$ cat src/hw/mac_pkg.sv
// Constants and carrier types for the multiply/accumulate accelerator.
// Assumes a 32-bit classic Wishbone slave port; each register takes one aligned word.
package mac_pkg;
    // Word indices; byte address is four times the index
    localparam logic [5:0] IDX_CTRL = 6'h00;
    localparam logic [5:0] IDX_OPA = 6'h01;
    localparam logic [5:0] IDX_OPB = 6'h02;
    localparam logic [5:0] IDX_ACCH = 6'h03;
    localparam logic [5:0] IDX_ACCM = 6'h04;
    localparam logic [5:0] IDX_ACCL = 6'h05;
    // Control register bit positions
    localparam int BIT_UNSIGNED = 0;
    localparam int BIT_ACCUM = 1;
    localparam int BIT_SUBTRACT = 2;
    localparam int BIT_SINGLE = 3;
    localparam int BIT_SQUARE = 4;
    localparam int BIT_CLEAR = 5;
    localparam int BIT_INHIBIT = 6;
    localparam int BIT_OVERFLOW = 7;
    localparam int BIT_QUOTIENT = 8;
    // Reset values
    localparam logic [15:0] WORD_RESET = 16'h0000;
    localparam logic [47:0] ACC_RESET = 48'h0000_0000_0000;
    localparam logic [31:0] DATA_ZERO = 32'h0000_0000;

    typedef struct packed {
        logic quotient_enable;
        logic acc_write_inhibit;
        logic self_product_enable;
        logic single_operand_trigger;
        logic subtract_select;
        logic accumulate_select;
        logic unsigned_select;
    } mac_ctrl_type;

    // Operation selection captured when an operation starts
    typedef struct packed {
        logic acc_write_inhibit;
        logic subtract_select;
        logic accumulate_select;
        logic unsigned_select;
    } mac_op_type;

    localparam mac_ctrl_type CTRL_RESET = '0;
    localparam mac_op_type OP_RESET = '0;
endpackage

$ cat src/hw/mac_product.sv
// Registered 16x16 multiplier with signed or unsigned operands.
// Assumes operands are held stable in the cycle that i_load is high.
`timescale 1ns/1ns
`default_nettype none
module mac_product
    import mac_pkg::*;
(
    // Clock and reset
    input wire logic i_clk,
    input wire logic i_rst,
    // Operands
    input wire logic [15:0] i_a,
    input wire logic [15:0] i_b,
    input wire logic i_unsigned,
    input wire logic i_load,
    // Product, extended to accumulator width
    output logic [47:0] o_product
);
    logic [16:0] a_ext;
    logic [16:0] b_ext;
    logic [33:0] full;
    logic [31:0] prod32;

    // Top-bit extension picks two's complement or magnitude
    assign a_ext = {i_a[15] & ~i_unsigned, i_a};
    assign b_ext = {i_b[15] & ~i_unsigned, i_b};
    assign full = $signed(a_ext) * $signed(b_ext);
    assign prod32 = full[31:0];

    always_ff @(posedge i_clk or posedge i_rst) begin
        if (i_rst) begin
            o_product <= ACC_RESET;
        end else if (i_load) begin
            o_product <= {{16{prod32[31] & ~i_unsigned}}, prod32};
        end
    end
endmodule
`default_nettype wire

$ cat src/hw/mac_accel.sv
// Multiply/accumulate accelerator with control, operand and accumulator registers.
// Assumes a classic Wishbone master with 32-bit data on the single 250 MHz clock.
// Operation
// - Clear command zeroes operands, accumulator, overflow
// - Clear command resets operand sequence immediately
// - Clear command bit returns to zero itself
// - Clear during operation aborts it
// - Writing clear bit zero does nothing
// - Inhibit low: result stored to accumulator
// - Inhibit high: result dropped, accumulator kept
// - Overflow flag set when operation overflowed
// - Overflow cleared by reset, start, clear
// - Control bits 15 to 9 read zero
// - Operands and accumulator reset to zero
// - Operand loading starts multiply or accumulate
// - Operand signedness follows unsigned select
// - Zero means two's complement, one magnitude
// - Two writes needed unless single trigger or square mode
// - Square mode loads both, overrides trigger
// - Accumulator is 48 bits, three words
//
// The Wishbone register port is this design's own decision.
`timescale 1ns/1ns
`default_nettype none
module mac_accel
    import mac_pkg::*;
(
    // Clock and reset
    input wire logic I_CLK,
    input wire logic I_RST,
    // Wishbone slave
    input wire logic I_WB_CYC,
    input wire logic I_WB_STB,
    input wire logic I_WB_WE,
    input wire logic [7:0] I_WB_ADR,
    input wire logic [3:0] I_WB_SEL,
    input wire logic [31:0] I_WB_DAT,
    output logic O_WB_ACK,
    output logic [31:0] O_WB_DAT,
    // Status
    output logic O_BUSY,
    output logic O_OVERFLOW
);
    typedef enum logic [2:0] {
        ST_IDLE = 3'b001,
        ST_MULT = 3'b010,
        ST_ACCUM = 3'b100
    } mac_state_type;

    mac_state_type state_reg;
    mac_state_type state_next;
    mac_ctrl_type ctrl_reg;
    mac_op_type op_reg;
    logic [15:0] opa_reg;
    logic [15:0] opb_reg;
    logic [47:0] acc_reg;
    logic overflow_reg;
    logic got_a_reg;
    logic got_b_reg;
    logic [47:0] product;
    // Merge a write into a 16-bit register under the byte lane selects
    function automatic logic [15:0] merge16(input logic [15:0] old, input logic [31:0] dat, input logic [3:0] sel);
        merge16 = {sel[1] ? dat[15:8] : old[15:8], sel[0] ? dat[7:0] : old[7:0]};
    endfunction
    // Bus decode
    logic req;
    logic wr;
    logic [5:0] idx;
    logic wr_ctrl;
    logic wr_opa;
    logic wr_opb;
    logic wr_acch;
    logic wr_accm;
    logic wr_accl;
    logic wr_acc_any;
    logic clear_cmd;
    logic [15:0] ctrl_wdata;

    assign req = I_WB_CYC & I_WB_STB & ~O_WB_ACK;
    assign wr = req & I_WB_WE;
    assign idx = I_WB_ADR[7:2];
    assign wr_ctrl = wr && (idx == IDX_CTRL);
    assign wr_opa = wr && (idx == IDX_OPA);
    assign wr_opb = wr && (idx == IDX_OPB);
    assign wr_acch = wr && (idx == IDX_ACCH);
    assign wr_accm = wr && (idx == IDX_ACCM);
    assign wr_accl = wr && (idx == IDX_ACCL);
    assign wr_acc_any = wr_acch | wr_accm | wr_accl;
    // Procedural so that changes of the stored control bits are seen
    always_comb ctrl_wdata = merge16(ctrl_read(), I_WB_DAT, I_WB_SEL);
    // A one in the clear position triggers; a zero is simply not acted on
    assign clear_cmd = wr_ctrl & I_WB_SEL[0] & I_WB_DAT[BIT_CLEAR];
    // Control word as software sees it; clear bit never stored, upper bits zero
    function automatic logic [15:0] ctrl_read();
        logic [15:0] v;
        v = WORD_RESET;
        v[BIT_UNSIGNED] = ctrl_reg.unsigned_select;
        v[BIT_ACCUM] = ctrl_reg.accumulate_select;
        v[BIT_SUBTRACT] = ctrl_reg.subtract_select;
        v[BIT_SINGLE] = ctrl_reg.single_operand_trigger;
        v[BIT_SQUARE] = ctrl_reg.self_product_enable;
        v[BIT_INHIBIT] = ctrl_reg.acc_write_inhibit;
        v[BIT_OVERFLOW] = overflow_reg;
        v[BIT_QUOTIENT] = ctrl_reg.quotient_enable;
        ctrl_read = v;
    endfunction
    // Operation start decision
    logic op_wr;
    logic start;
    assign op_wr = wr_opa | wr_opb;
    always_comb begin
        start = 1'b0;
        if (op_wr && !clear_cmd) begin
            if (ctrl_reg.self_product_enable || ctrl_reg.single_operand_trigger) begin
                start = 1'b1;
            end else begin
                // Both operands needed; this write completes the pair
                start = (wr_opa && got_b_reg) || (wr_opb && got_a_reg);
            end
        end
    end
    // Control register
    always_ff @(posedge I_CLK or posedge I_RST) begin
        if (I_RST) begin
            ctrl_reg <= CTRL_RESET;
        end else if (wr_ctrl) begin
            // Divide enable is held but drives nothing; software keeps it zero
            ctrl_reg.unsigned_select <= ctrl_wdata[BIT_UNSIGNED];
            ctrl_reg.accumulate_select <= ctrl_wdata[BIT_ACCUM];
            ctrl_reg.subtract_select <= ctrl_wdata[BIT_SUBTRACT];
            ctrl_reg.single_operand_trigger <= ctrl_wdata[BIT_SINGLE];
            ctrl_reg.self_product_enable <= ctrl_wdata[BIT_SQUARE];
            ctrl_reg.acc_write_inhibit <= ctrl_wdata[BIT_INHIBIT];
            ctrl_reg.quotient_enable <= ctrl_wdata[BIT_QUOTIENT];
        end
    end
    // Operand registers
    logic [15:0] opa_wdata;
    logic [15:0] opb_wdata;
    assign opa_wdata = merge16(opa_reg, I_WB_DAT, I_WB_SEL);
    assign opb_wdata = merge16(opb_reg, I_WB_DAT, I_WB_SEL);

    always_ff @(posedge I_CLK or posedge I_RST) begin
        if (I_RST) begin
            opa_reg <= WORD_RESET;
            opb_reg <= WORD_RESET;
        end else if (clear_cmd) begin
            opa_reg <= WORD_RESET;
            opb_reg <= WORD_RESET;
        end else if (ctrl_reg.self_product_enable && op_wr) begin
            // Square mode writes the same value into both operands
            opa_reg <= wr_opa ? opa_wdata : opb_wdata;
            opb_reg <= wr_opa ? opa_wdata : opb_wdata;
        end else if (wr_opa) begin
            opa_reg <= opa_wdata;
        end else if (wr_opb) begin
            opb_reg <= opb_wdata;
        end
    end
    // Operand sequence counter
    always_ff @(posedge I_CLK or posedge I_RST) begin
        if (I_RST) begin
            got_a_reg <= 1'b0;
            got_b_reg <= 1'b0;
        end else if (clear_cmd || start) begin
            got_a_reg <= 1'b0;
            got_b_reg <= 1'b0;
        end else begin
            if (wr_opa) begin
                got_a_reg <= 1'b1;
            end
            if (wr_opb) begin
                got_b_reg <= 1'b1;
            end
        end
    end
    // Operation sequencer: product register, then accumulator update
    always_comb begin
        state_next = state_reg;
        case (state_reg)
            ST_IDLE: state_next = start ? ST_MULT : ST_IDLE;
            ST_MULT: state_next = ST_ACCUM;
            ST_ACCUM: state_next = start ? ST_MULT : ST_IDLE;
            default: state_next = ST_IDLE;
        endcase
        if (start) begin
            state_next = ST_MULT;
        end
        if (clear_cmd) begin
            state_next = ST_IDLE;
        end
    end

    always_ff @(posedge I_CLK or posedge I_RST) begin
        if (I_RST) begin
            state_reg <= ST_IDLE;
        end else begin
            state_reg <= state_next;
        end
    end
    // Selection is frozen at start so control writes mid-operation cannot mix modes
    always_ff @(posedge I_CLK or posedge I_RST) begin
        if (I_RST) begin
            op_reg <= OP_RESET;
        end else if (start) begin
            op_reg.unsigned_select <= ctrl_reg.unsigned_select;
            op_reg.accumulate_select <= ctrl_reg.accumulate_select;
            op_reg.subtract_select <= ctrl_reg.subtract_select;
            op_reg.acc_write_inhibit <= ctrl_reg.acc_write_inhibit;
        end
    end

    mac_product u_product (
        .i_clk(I_CLK),
        .i_rst(I_RST),
        .i_a(opa_reg),
        .i_b(opb_reg),
        .i_unsigned(op_reg.unsigned_select),
        .i_load(state_reg == ST_MULT),
        .o_product(product)
    );
    // Result and overflow
    logic [48:0] sum;
    logic [47:0] result;
    logic ovf_calc;
    always_comb begin
        sum = {1'b0, product};
        ovf_calc = 1'b0;
        case ({op_reg.subtract_select, op_reg.accumulate_select})
            2'b00: begin
                sum = {1'b0, product};
            end
            2'b01: begin
                sum = {1'b0, acc_reg} + {1'b0, product};
                ovf_calc = op_reg.unsigned_select ? sum[48] :
                    (acc_reg[47] == product[47]) && (sum[47] != acc_reg[47]);
            end
            2'b10: begin
                sum = 49'h0_0000_0000_0000 - {1'b0, product};
                ovf_calc = op_reg.unsigned_select && (product != ACC_RESET);
            end
            2'b11: begin
                sum = {1'b0, acc_reg} - {1'b0, product};
                ovf_calc = op_reg.unsigned_select ? sum[48] :
                    (acc_reg[47] != product[47]) && (sum[47] != acc_reg[47]);
            end
            default: begin
                sum = {1'b0, product};
            end
        endcase
        result = sum[47:0];
    end
    // Accumulator: three 16-bit words, high word holds the sign
    logic finish;
    assign finish = (state_reg == ST_ACCUM) && !clear_cmd;

    always_ff @(posedge I_CLK or posedge I_RST) begin
        if (I_RST) begin
            acc_reg <= ACC_RESET;
        end else if (clear_cmd) begin
            acc_reg <= ACC_RESET;
        end else if (wr_acc_any) begin
            // Software write beats a finishing result in the same cycle
            if (wr_acch) begin
                acc_reg[47:32] <= merge16(acc_reg[47:32], I_WB_DAT, I_WB_SEL);
            end
            if (wr_accm) begin
                acc_reg[31:16] <= merge16(acc_reg[31:16], I_WB_DAT, I_WB_SEL);
            end
            if (wr_accl) begin
                acc_reg[15:0] <= merge16(acc_reg[15:0], I_WB_DAT, I_WB_SEL);
            end
        end else if (finish && !op_reg.acc_write_inhibit) begin
            acc_reg <= result;
        end
    end

    always_ff @(posedge I_CLK or posedge I_RST) begin
        if (I_RST) begin
            overflow_reg <= 1'b0;
        end else if (clear_cmd || start) begin
            overflow_reg <= 1'b0;
        end else if (finish) begin
            overflow_reg <= ovf_calc;
        end
    end
    // Bus answer: one wait-free cycle, ack for every address
    logic [31:0] rdata;
    always_comb begin
        case (idx)
            IDX_CTRL: rdata = {16'h0000, ctrl_read()};
            IDX_OPA: rdata = {16'h0000, opa_reg};
            IDX_OPB: rdata = {16'h0000, opb_reg};
            IDX_ACCH: rdata = {16'h0000, acc_reg[47:32]};
            IDX_ACCM: rdata = {16'h0000, acc_reg[31:16]};
            IDX_ACCL: rdata = {16'h0000, acc_reg[15:0]};
            default: rdata = DATA_ZERO;
        endcase
    end

    always_ff @(posedge I_CLK or posedge I_RST) begin
        if (I_RST) begin
            O_WB_ACK <= 1'b0;
            O_WB_DAT <= DATA_ZERO;
        end else begin
            O_WB_ACK <= req;
            if (req && !I_WB_WE) begin
                O_WB_DAT <= rdata;
            end
        end
    end

    always_ff @(posedge I_CLK or posedge I_RST) begin
        if (I_RST) begin
            O_BUSY <= 1'b0;
            O_OVERFLOW <= 1'b0;
        end else begin
            O_BUSY <= (state_next != ST_IDLE);
            O_OVERFLOW <= (clear_cmd || start) ? 1'b0 : (finish ? ovf_calc : overflow_reg);
        end
    end
    // Checks
    a_clear_zeroes: assert property (@(posedge I_CLK) disable iff (I_RST)
        clear_cmd |=> (opa_reg == WORD_RESET) && (opb_reg == WORD_RESET) && (acc_reg == ACC_RESET) && !overflow_reg)
        else $error("clear left data or overflow set");
    a_clear_sequence: assert property (@(posedge I_CLK) disable iff (I_RST)
        clear_cmd |=> !got_a_reg && !got_b_reg)
        else $error("clear did not reset operand sequence");
    a_clear_selfclr: assert property (@(posedge I_CLK) disable iff (I_RST)
        (req && !I_WB_WE && idx == IDX_CTRL) |=> !O_WB_DAT[BIT_CLEAR])
        else $error("clear bit read back as one");
    a_clear_aborts: assert property (@(posedge I_CLK) disable iff (I_RST)
        (clear_cmd && state_reg != ST_IDLE) |=> (state_reg == ST_IDLE) ##1 (acc_reg == ACC_RESET || $past(wr_acc_any)))
        else $error("clear did not abort operation");
    a_zero_clear_noop: assert property (@(posedge I_CLK) disable iff (I_RST)
        (wr_ctrl && !I_WB_DAT[BIT_CLEAR] && state_reg == ST_IDLE) |=> $stable(acc_reg) && $stable(opa_reg) && $stable(got_a_reg))
        else $error("zero clear bit changed state");
    a_acc_store: assert property (@(posedge I_CLK) disable iff (I_RST)
        (finish && !op_reg.acc_write_inhibit && !wr_acc_any) |=> acc_reg == $past(result))
        else $error("result not stored");
    a_acc_inhibit: assert property (@(posedge I_CLK) disable iff (I_RST)
        (finish && op_reg.acc_write_inhibit && !wr_acc_any) |=> $stable(acc_reg))
        else $error("inhibited result changed accumulator");
    a_overflow_set: assert property (@(posedge I_CLK) disable iff (I_RST)
        (finish && ovf_calc && !start) |=> overflow_reg && O_OVERFLOW)
        else $error("overflow not flagged");
    a_overflow_start: assert property (@(posedge I_CLK) disable iff (I_RST)
        start |=> !overflow_reg ##1 (state_reg == ST_ACCUM || $past(clear_cmd) || $past(start)))
        else $error("start did not clear overflow");
    a_reserved_zero: assert property (@(posedge I_CLK) disable iff (I_RST)
        (req && !I_WB_WE && idx == IDX_CTRL) |=> O_WB_DAT[31:9] == 23'h00_0000)
        else $error("reserved control bits nonzero");
    a_pair_start: assert property (@(posedge I_CLK) disable iff (I_RST)
        (op_wr && !ctrl_reg.self_product_enable && !ctrl_reg.single_operand_trigger && !got_a_reg && !got_b_reg)
        |-> !start)
        else $error("single write started a paired operation");
    a_square_both: assert property (@(posedge I_CLK) disable iff (I_RST)
        (op_wr && ctrl_reg.self_product_enable && !clear_cmd) |=> (opa_reg == opb_reg) && (state_reg == ST_MULT))
        else $error("square mode did not load both operands");
    a_ack_single: assert property (@(posedge I_CLK) disable iff (I_RST)
        req |=> O_WB_ACK ##1 !O_WB_ACK)
        else $error("ack not a single cycle");
    c_mac_done: cover property (@(posedge I_CLK) disable iff (I_RST)
        start ##1 state_reg == ST_MULT ##1 finish && op_reg.accumulate_select);
    c_overflow: cover property (@(posedge I_CLK) disable iff (I_RST) finish && ovf_calc);
    c_abort: cover property (@(posedge I_CLK) disable iff (I_RST) clear_cmd && state_reg != ST_IDLE);
    c_square: cover property (@(posedge I_CLK) disable iff (I_RST) op_wr && ctrl_reg.self_product_enable);
endmodule
`default_nettype wire

$ cat config.mk
export PLATFORM = sky130hd
export DESIGN_NAME = mac_accel
export DESIGN_NICKNAME = d
export VERILOG_FILES = /design/src/hw/mac_pkg.sv /design/src/hw/mac_product.sv /design/src/hw/mac_accel.sv
export SDC_FILE = /design/constraint.sdc
export NUM_CORES = 2
export LEC_CHECK = 0
export ABC_AREA = 1
export BUFFER_PORTS_ARGS = -buffer_cell sky130_fd_sc_hd__buf_2
export CAP_MARGIN = 20
export CORE_UTILIZATION = 55
export DETAILED_ROUTE_END_ITERATION = 7
export GPL_TIMING_DRIVEN = 0
export PLACE_DENSITY_LB_ADDON = 0.05
export SLEW_MARGIN = 15
export SYNTH_ARGS = -nofsm -noshare
export SYNTH_HDL_FRONTEND = slang
export SYNTH_HIERARCHICAL = 1
export SYNTH_SLANG_ARGS = --single-unit
$ cat constraint.sdc
create_clock -name I_CLK -period 9.8 [get_ports I_CLK]
set_clock_uncertainty 0.1 [all_clocks]
set_input_delay 0 -clock I_CLK [delete_from_list [all_inputs] [get_ports I_CLK]]
set_output_delay 0 -clock I_CLK [all_outputs]
set_load 0.05 [all_outputs]
* Yosys cells after proc, flatten, opt, wreduce, memory -nomap -nowiden
Index checks and enable logic that the tools add are counted.
Operators by class: $mul 1, bitwise operators 13, divide/modulo/power cells 0, $lt $le $gt $ge 0, multiplexer cells 36, add/sub/neg operators 3, reductions and logical operators 40, shift-type cells 0, eq/ne operators 21
Operators by type and width (count):
- 48-bit case mux with 4 select lines | 1
- 16-bit two-way mux | 11
- 48-bit two-way mux | 3
- 16-bit case mux with 6 select lines | 1
- 48-bit by 48-bit adder with 49-bit output | 1
- 48-bit by 48-bit subtractor with 49-bit output | 1
- 8-bit two-way mux | 6
- 48-bit nonzero test | 1
- 1-bit by 48-bit subtractor with 48-bit output, first input constant | 1
- 17-bit by 17-bit multiplier with 32-bit output | 1
- 3-bit AND reduction | 6
- 1-bit logical AND | 16
- 3-bit by 2-bit != test with 1-bit output, second input constant | 5
- 6-bit by 2-bit == test with 1-bit output, second input constant | 2
- 6-bit by 3-bit == test with 1-bit output, second input constant | 2
- 1-bit two-way mux | 10
- 3-bit two-way mux | 3
- 3-bit nonzero test | 3
- 1-bit bitwise AND | 8
- 6-bit by 1-bit == test with 1-bit output, second input constant | 1
- 6-bit logical NOT | 1
- 3-bit by 1-bit != test with 1-bit output, second input constant | 2
- 2-bit AND reduction | 3
- 2-bit nonzero test | 3
- 12 further kinds | 22
Storage, ports and cells: bits in registers 164, output and inout bits 35, memories 0, logic and storage cells 141, memory bits (read-only) 0, bits of input ports 49, memory bits (writable) 0, bits in latches 0

* Logic depth before layout (Yosys ltp)
depth in word-level cells 12, gate-level depth with buffers 31, gate-level depth less buffers 29

* Cells and area by module
The synthesis kept the hierarchy.
By module, submodules not included:
- mac_accel | sequential area each 2879.0 µm², area each 17038.8 µm², times used 1, cells each 3156
- mac_product | sequential area each 825.8 µm², area each 12669.7 µm², times used 1, cells each 1658

* Least setup slack after synthesis
No wires, ideal clock.
path type register -> register, from register op_reg[0] (netlist bit), to register u_product.o_product[24], slack 4.165 ns, arrival time 5.417 ns, required time 9.582 ns, buffers on the path 2, cell stages (with the launch flop) 24, clock period less this slack 5.635 ns, library setup time 0.118 ns, cell sequence dfrtp_1 buf_6 clkbuf_1 nor2_1 inv_1 fa_1 inv_1 fa_1 inv_1 fa_1 inv_1 fa_1 fa_1 inv_1 fa_1 inv_1 ha_1 a21oi_1 o21ai_0 a21oi_1 nand3_1 or2_1 nand3_1 nand2_1
On the way: longest elaborated chain between the ends 3, elaborated cells between the ends (all ways) 4, those cells by class 1 x mul; 3 x bitwise
Ends and longest elaborated chain:
- start: declaration | RTL line mac_accel.sv:53 | mac_op_type op_reg;
- 1-bit inverter (*) | RTL line mac_product.sv:25, mac_product.sv:26
- 1-bit bitwise AND (on tied branches) | RTL line mac_product.sv:25, mac_product.sv:26
- 17-bit by 17-bit multiplier with 32-bit output (*) | RTL line mac_product.sv:27 | assign full = $signed(a_ext) * $signed(b_ext);
- end signal: assignment | RTL line mac_product.sv:34 | o_product <= {{16{prod32[31] & ~i_unsigned}}, prod32};
- end: declaration | RTL line mac_product.sv:17 | output logic [47:0] o_product
Mark *: on every way between the ends. The rest lies on a longest branch, timed or not. A chain may end at the register's enable or synchronous reset.

* Final worst setup path
from register opa_reg[7], to register, netlist name u_product/o_product[32]
On the way: longest elaborated chain between the ends 2
Ends and longest elaborated chain:
- start: declaration | RTL line mac_accel.sv:54 | logic [15:0] opa_reg;
- start signal: assignment | RTL line mac_accel.sv:152 | opa_reg <= wr_opa ? opa_wdata : opb_wdata;
- start signal: assignment | RTL line mac_accel.sv:155 | opa_reg <= opa_wdata;
- 17-bit by 17-bit multiplier with 32-bit output | RTL line mac_product.sv:27
- 1-bit bitwise AND | RTL line mac_product.sv:34
Every way passes these cells.

==> metrics <==
status finished with violations; failing checks DRC; Pleak 0.0190 uW; IO Port Bufs 46; largest family of logic cells by synthesized area simple AND/OR/NAND/NOR gates; register clock-pin slew on the reported worst setup and hold paths 70 ps; Synth Area in Simple Gates around 33%; CTS root buffer clkbuf_16; H-tree depth 4; gr ovfl total 0; CTS buffer count 17; largest net degree at the start of global routing about 70; CP endpoint kind flip-flop; total iterations of the first detailed-routing run 8; final instance area ~32000 um^2; area leader, netlist nand2_1; Synth Area in XOR/XNOR 0.472%; Setup violations, final 0; Die Ht about 230 um; FFs w/ async S/R, synth 100%; Synth Instances 4814; antenna violations before repair 11; Tot GR Track Use about half; Placer Congestion 1.09; final hold vios 0; EDFF count, synth 0; Synth warnings 6; placed cell area 30900 um^2; R2R setup slack 2360 ps; layout filler cell count 5243; Max-slew headroom about a tenth; Avg Cell Area, Syn 6.17 um^2; first-pass GRT wire length 200 mm; post-CTS resize count 0; CP peak stage delay roughly 700 ps; Distinct cells, synth slightly above 60; worst-margin pin slew 1340 ps; clk_lat worst skew around 450 ps; vias in the first global route roughly 32000; ys flop type dfrtp_1; crit path capture u_product/o_product[32]; CP startpoint opa_reg[7]; Core ar. 53000 um^2; fin crit share 75.9%; top cell type's share of synthesized area 19.4%; initial core utilization between 50% and 60%; Critical Path RT around 10000 ps; die width 234 um; fin nets roughly 5400; Crit-path slowest cell clkbuf_1; RSZ-0062 raised after global routing no; antenna-violating nets left 0; max reg flops 48; setup TNS 0 ps; HPWL Detailed 116 mm; CP Class reg -> reg; Worst R2R Path Depth 27; via/cell ratio 5.97; Die Area between 50000 and 60000 um^2; Bufs on Longest Clock Path 2; 1st-iter DRT viols 4716; synthesized flop and latch total 148; Compound-Gate Fraction of Synth Area 11.0%; maxcap violations 0; Syn-to-layout area delta 6.78%; FP Rows 84; R2R Path End u_product/o_product[32]; adder-cell share of the synthesized area 26.7%; Max VDD drop 0.174 mV; I/O Pins between 80 and 90; Cell Pwr Density 131 nW/um^2; Hold Crit Class in -> reg; layout cells sized above 1 4.68%; drc violations 109; synth top area cells nand2_1 (19%), fa_1 (19%), inv_1 (13%), dfrtp_1 (12%), ha_1 (7.5%); startpoint types flip-flop; f_max 0.134 GHz; WP data arrival 7680 ps; minimum clock period 7440 ps; routed len/inst 24.9 um; mux cell area share after synthesis 0%; worst r2r src opa_reg[7]; CTS tree built; sequential share of the synthesized area 12.5%; via count 33600; WL final 140 mm; Mapped Area 29700 um^2; Final Max Slew Viols 0; worst-path fanout max 10; Sink Count 148
==> area by class of cell <==
| class | count | area [um^2] | share of cell area [%] |
|---|---|---|---|
| multi-input cells | 3473 | 21300 | 67.2 |
| inverters | 1008 | 3790 | 12.0 |
| flip-flops and latches | 148 | 3700 | 11.7 |
| plain buffers | 200 | 953 | 3.01 |
| well taps | 688 | 861 | 2.71 |
| repair buffers | 71 | 492 | 1.55 |
| clock buffers | 18 | 429 | 1.35 |
| clock inverters | 14 | 159 | 0.501 |
| diodes | 5 | 12.5 | 0.0394 |
==> layer usage <==
layer | part of all wire, % | GRT usage (%)
met5 | 0.26 | 1.70
met3 | 12 | 16.4
met4 | 12 | 48.1
met1 | 34 | 57.0
met2 | 42 | 77.1
==> Yosys cell counts, drive strengths merged (4+ instances only) <==
| master | n |
|---|---|
| o211ai | 8 |
| dfrtp | 147 |
| nand3b | 5 |
| clkbuf | 121 |
| o22ai | 4 |
| nand2 | 1545 |
| o2111ai | 9 |
| or2 | 21 |
| and2 | 8 |
| a22oi | 20 |
| o31ai | 4 |
| buf | 79 |
| a221oi | 7 |
| xor2 | 7 |
| a21oi | 242 |
| inv | 1005 |
| nor2 | 384 |
| a31oi | 11 |
| a41oi | 7 |
| nand4 | 82 |
| o21ai | 219 |
| o21bai | 38 |
| fa | 284 |
| nand3 | 301 |
| ha | 179 |
| nor3 | 42 |
| xnor2 | 9 |
==> where the power goes <==
group | switching [uW] | internal (uW)
Combinational | 1890 | 945
Sequential | 35.0 | 633
Clock | 303 | 363
Total | 2220 | 1940
==> cell usage in the layout (no fill, tap or decap), types with 8 or more instances in the layout <==
| cell type | count |
|---|---|
| inv_2 | 11 |
| o211ai_1 | 8 |
| nand3_1 | 298 |
| nor2_1 | 368 |
| and2_1 | 8 |
| o21ai_0 | 205 |
| buf_2 | 83 |
| nand4_1 | 82 |
| nand2_2 | 12 |
| a22oi_1 | 20 |
| fa_1 | 284 |
| clkbuf_1 | 118 |
| o21bai_1 | 38 |
| buf_4 | 36 |
| ha_1 | 179 |
| or2_1 | 8 |
| o2111ai_1 | 9 |
| xnor2_1 | 9 |
| or2_2 | 12 |
| a31oi_1 | 11 |
| conb_1 | 16 |
| clkbuf_16 | 17 |
| dlygate4sd3_1 | 21 |
| nand2_1 | 1533 |
| nor2_4 | 9 |
| dfrtp_1 | 147 |
| a21oi_1 | 238 |
| inv_1 | 992 |
| o21ai_1 | 11 |
| nor3_1 | 35 |
==> per-stage QoR <==
stage | cells | utilization (%) | hold WS [ps] | setup slack (ps) | total power (uW)
after floorplan | 4829 | - | 28.9 | 4160 | 2600
after global placement | 5563 | 58.3 | 178 | 2710 | 3300
after detailed placement | 5565 | 58.3 | -4.17 | 2620 | 3380
after CTS | 5618 | 59.8 | 15.4 | 2610 | 4050
after global routing | 5622 | 59.9 | 56.3 | 2260 | 4450
final | 5625 | 59.9 | 34.2 | 2360 | 4170
==> how the worst min path moves through the flow <==
stage | from | to | slack [ps] | depth (start not counted)
6_report | I_WB_SEL[1] | acc_reg[12] | 30 | 4
5_1_grt | I_WB_SEL[1] | acc_reg[9] | 60 | 4
4_1_cts | I_WB_ADR[6] | ctrl_reg[6] | 20 | 6
3_5_place_dp | I_RST | acc_reg[43] | -4 | 2
3_3_place_gp | I_WB_CYC | O_WB_ACK | 180 | 3
2_1_floorplan | I_RST | u_product/o_product[0] | 30 | 1
==> timing repair <==
item                      4_1_cts  5_1_grt
hold endpoints to repair      187        0
setup buffers                   0        0
hold buffers                   21        0
==> cell families (layout without fill, tap and decap cells) <==
| logic type | count (synthesis) | after routing |
|---|---|---|
| fa+ha+maj | 463 | 463 |
| compound gates | 582 | 582 |
| buf+inv | 1208 | 1311 |
| flops | 148 | 148 |
| simple gates | 2396 | 2396 |
| other cells | 1 | 21 |
| xor+xnor | 16 | 16 |
==> worst max-delay path, delay by kind of cell, from the launching register on <==
family          cells  cell delay, ps
buf+inv             9            1730
compound gates      1             250
flops               1             530
fa+ha+maj           7            3390
simple gates       10            1310
Power figures use the tool's default switching activity.
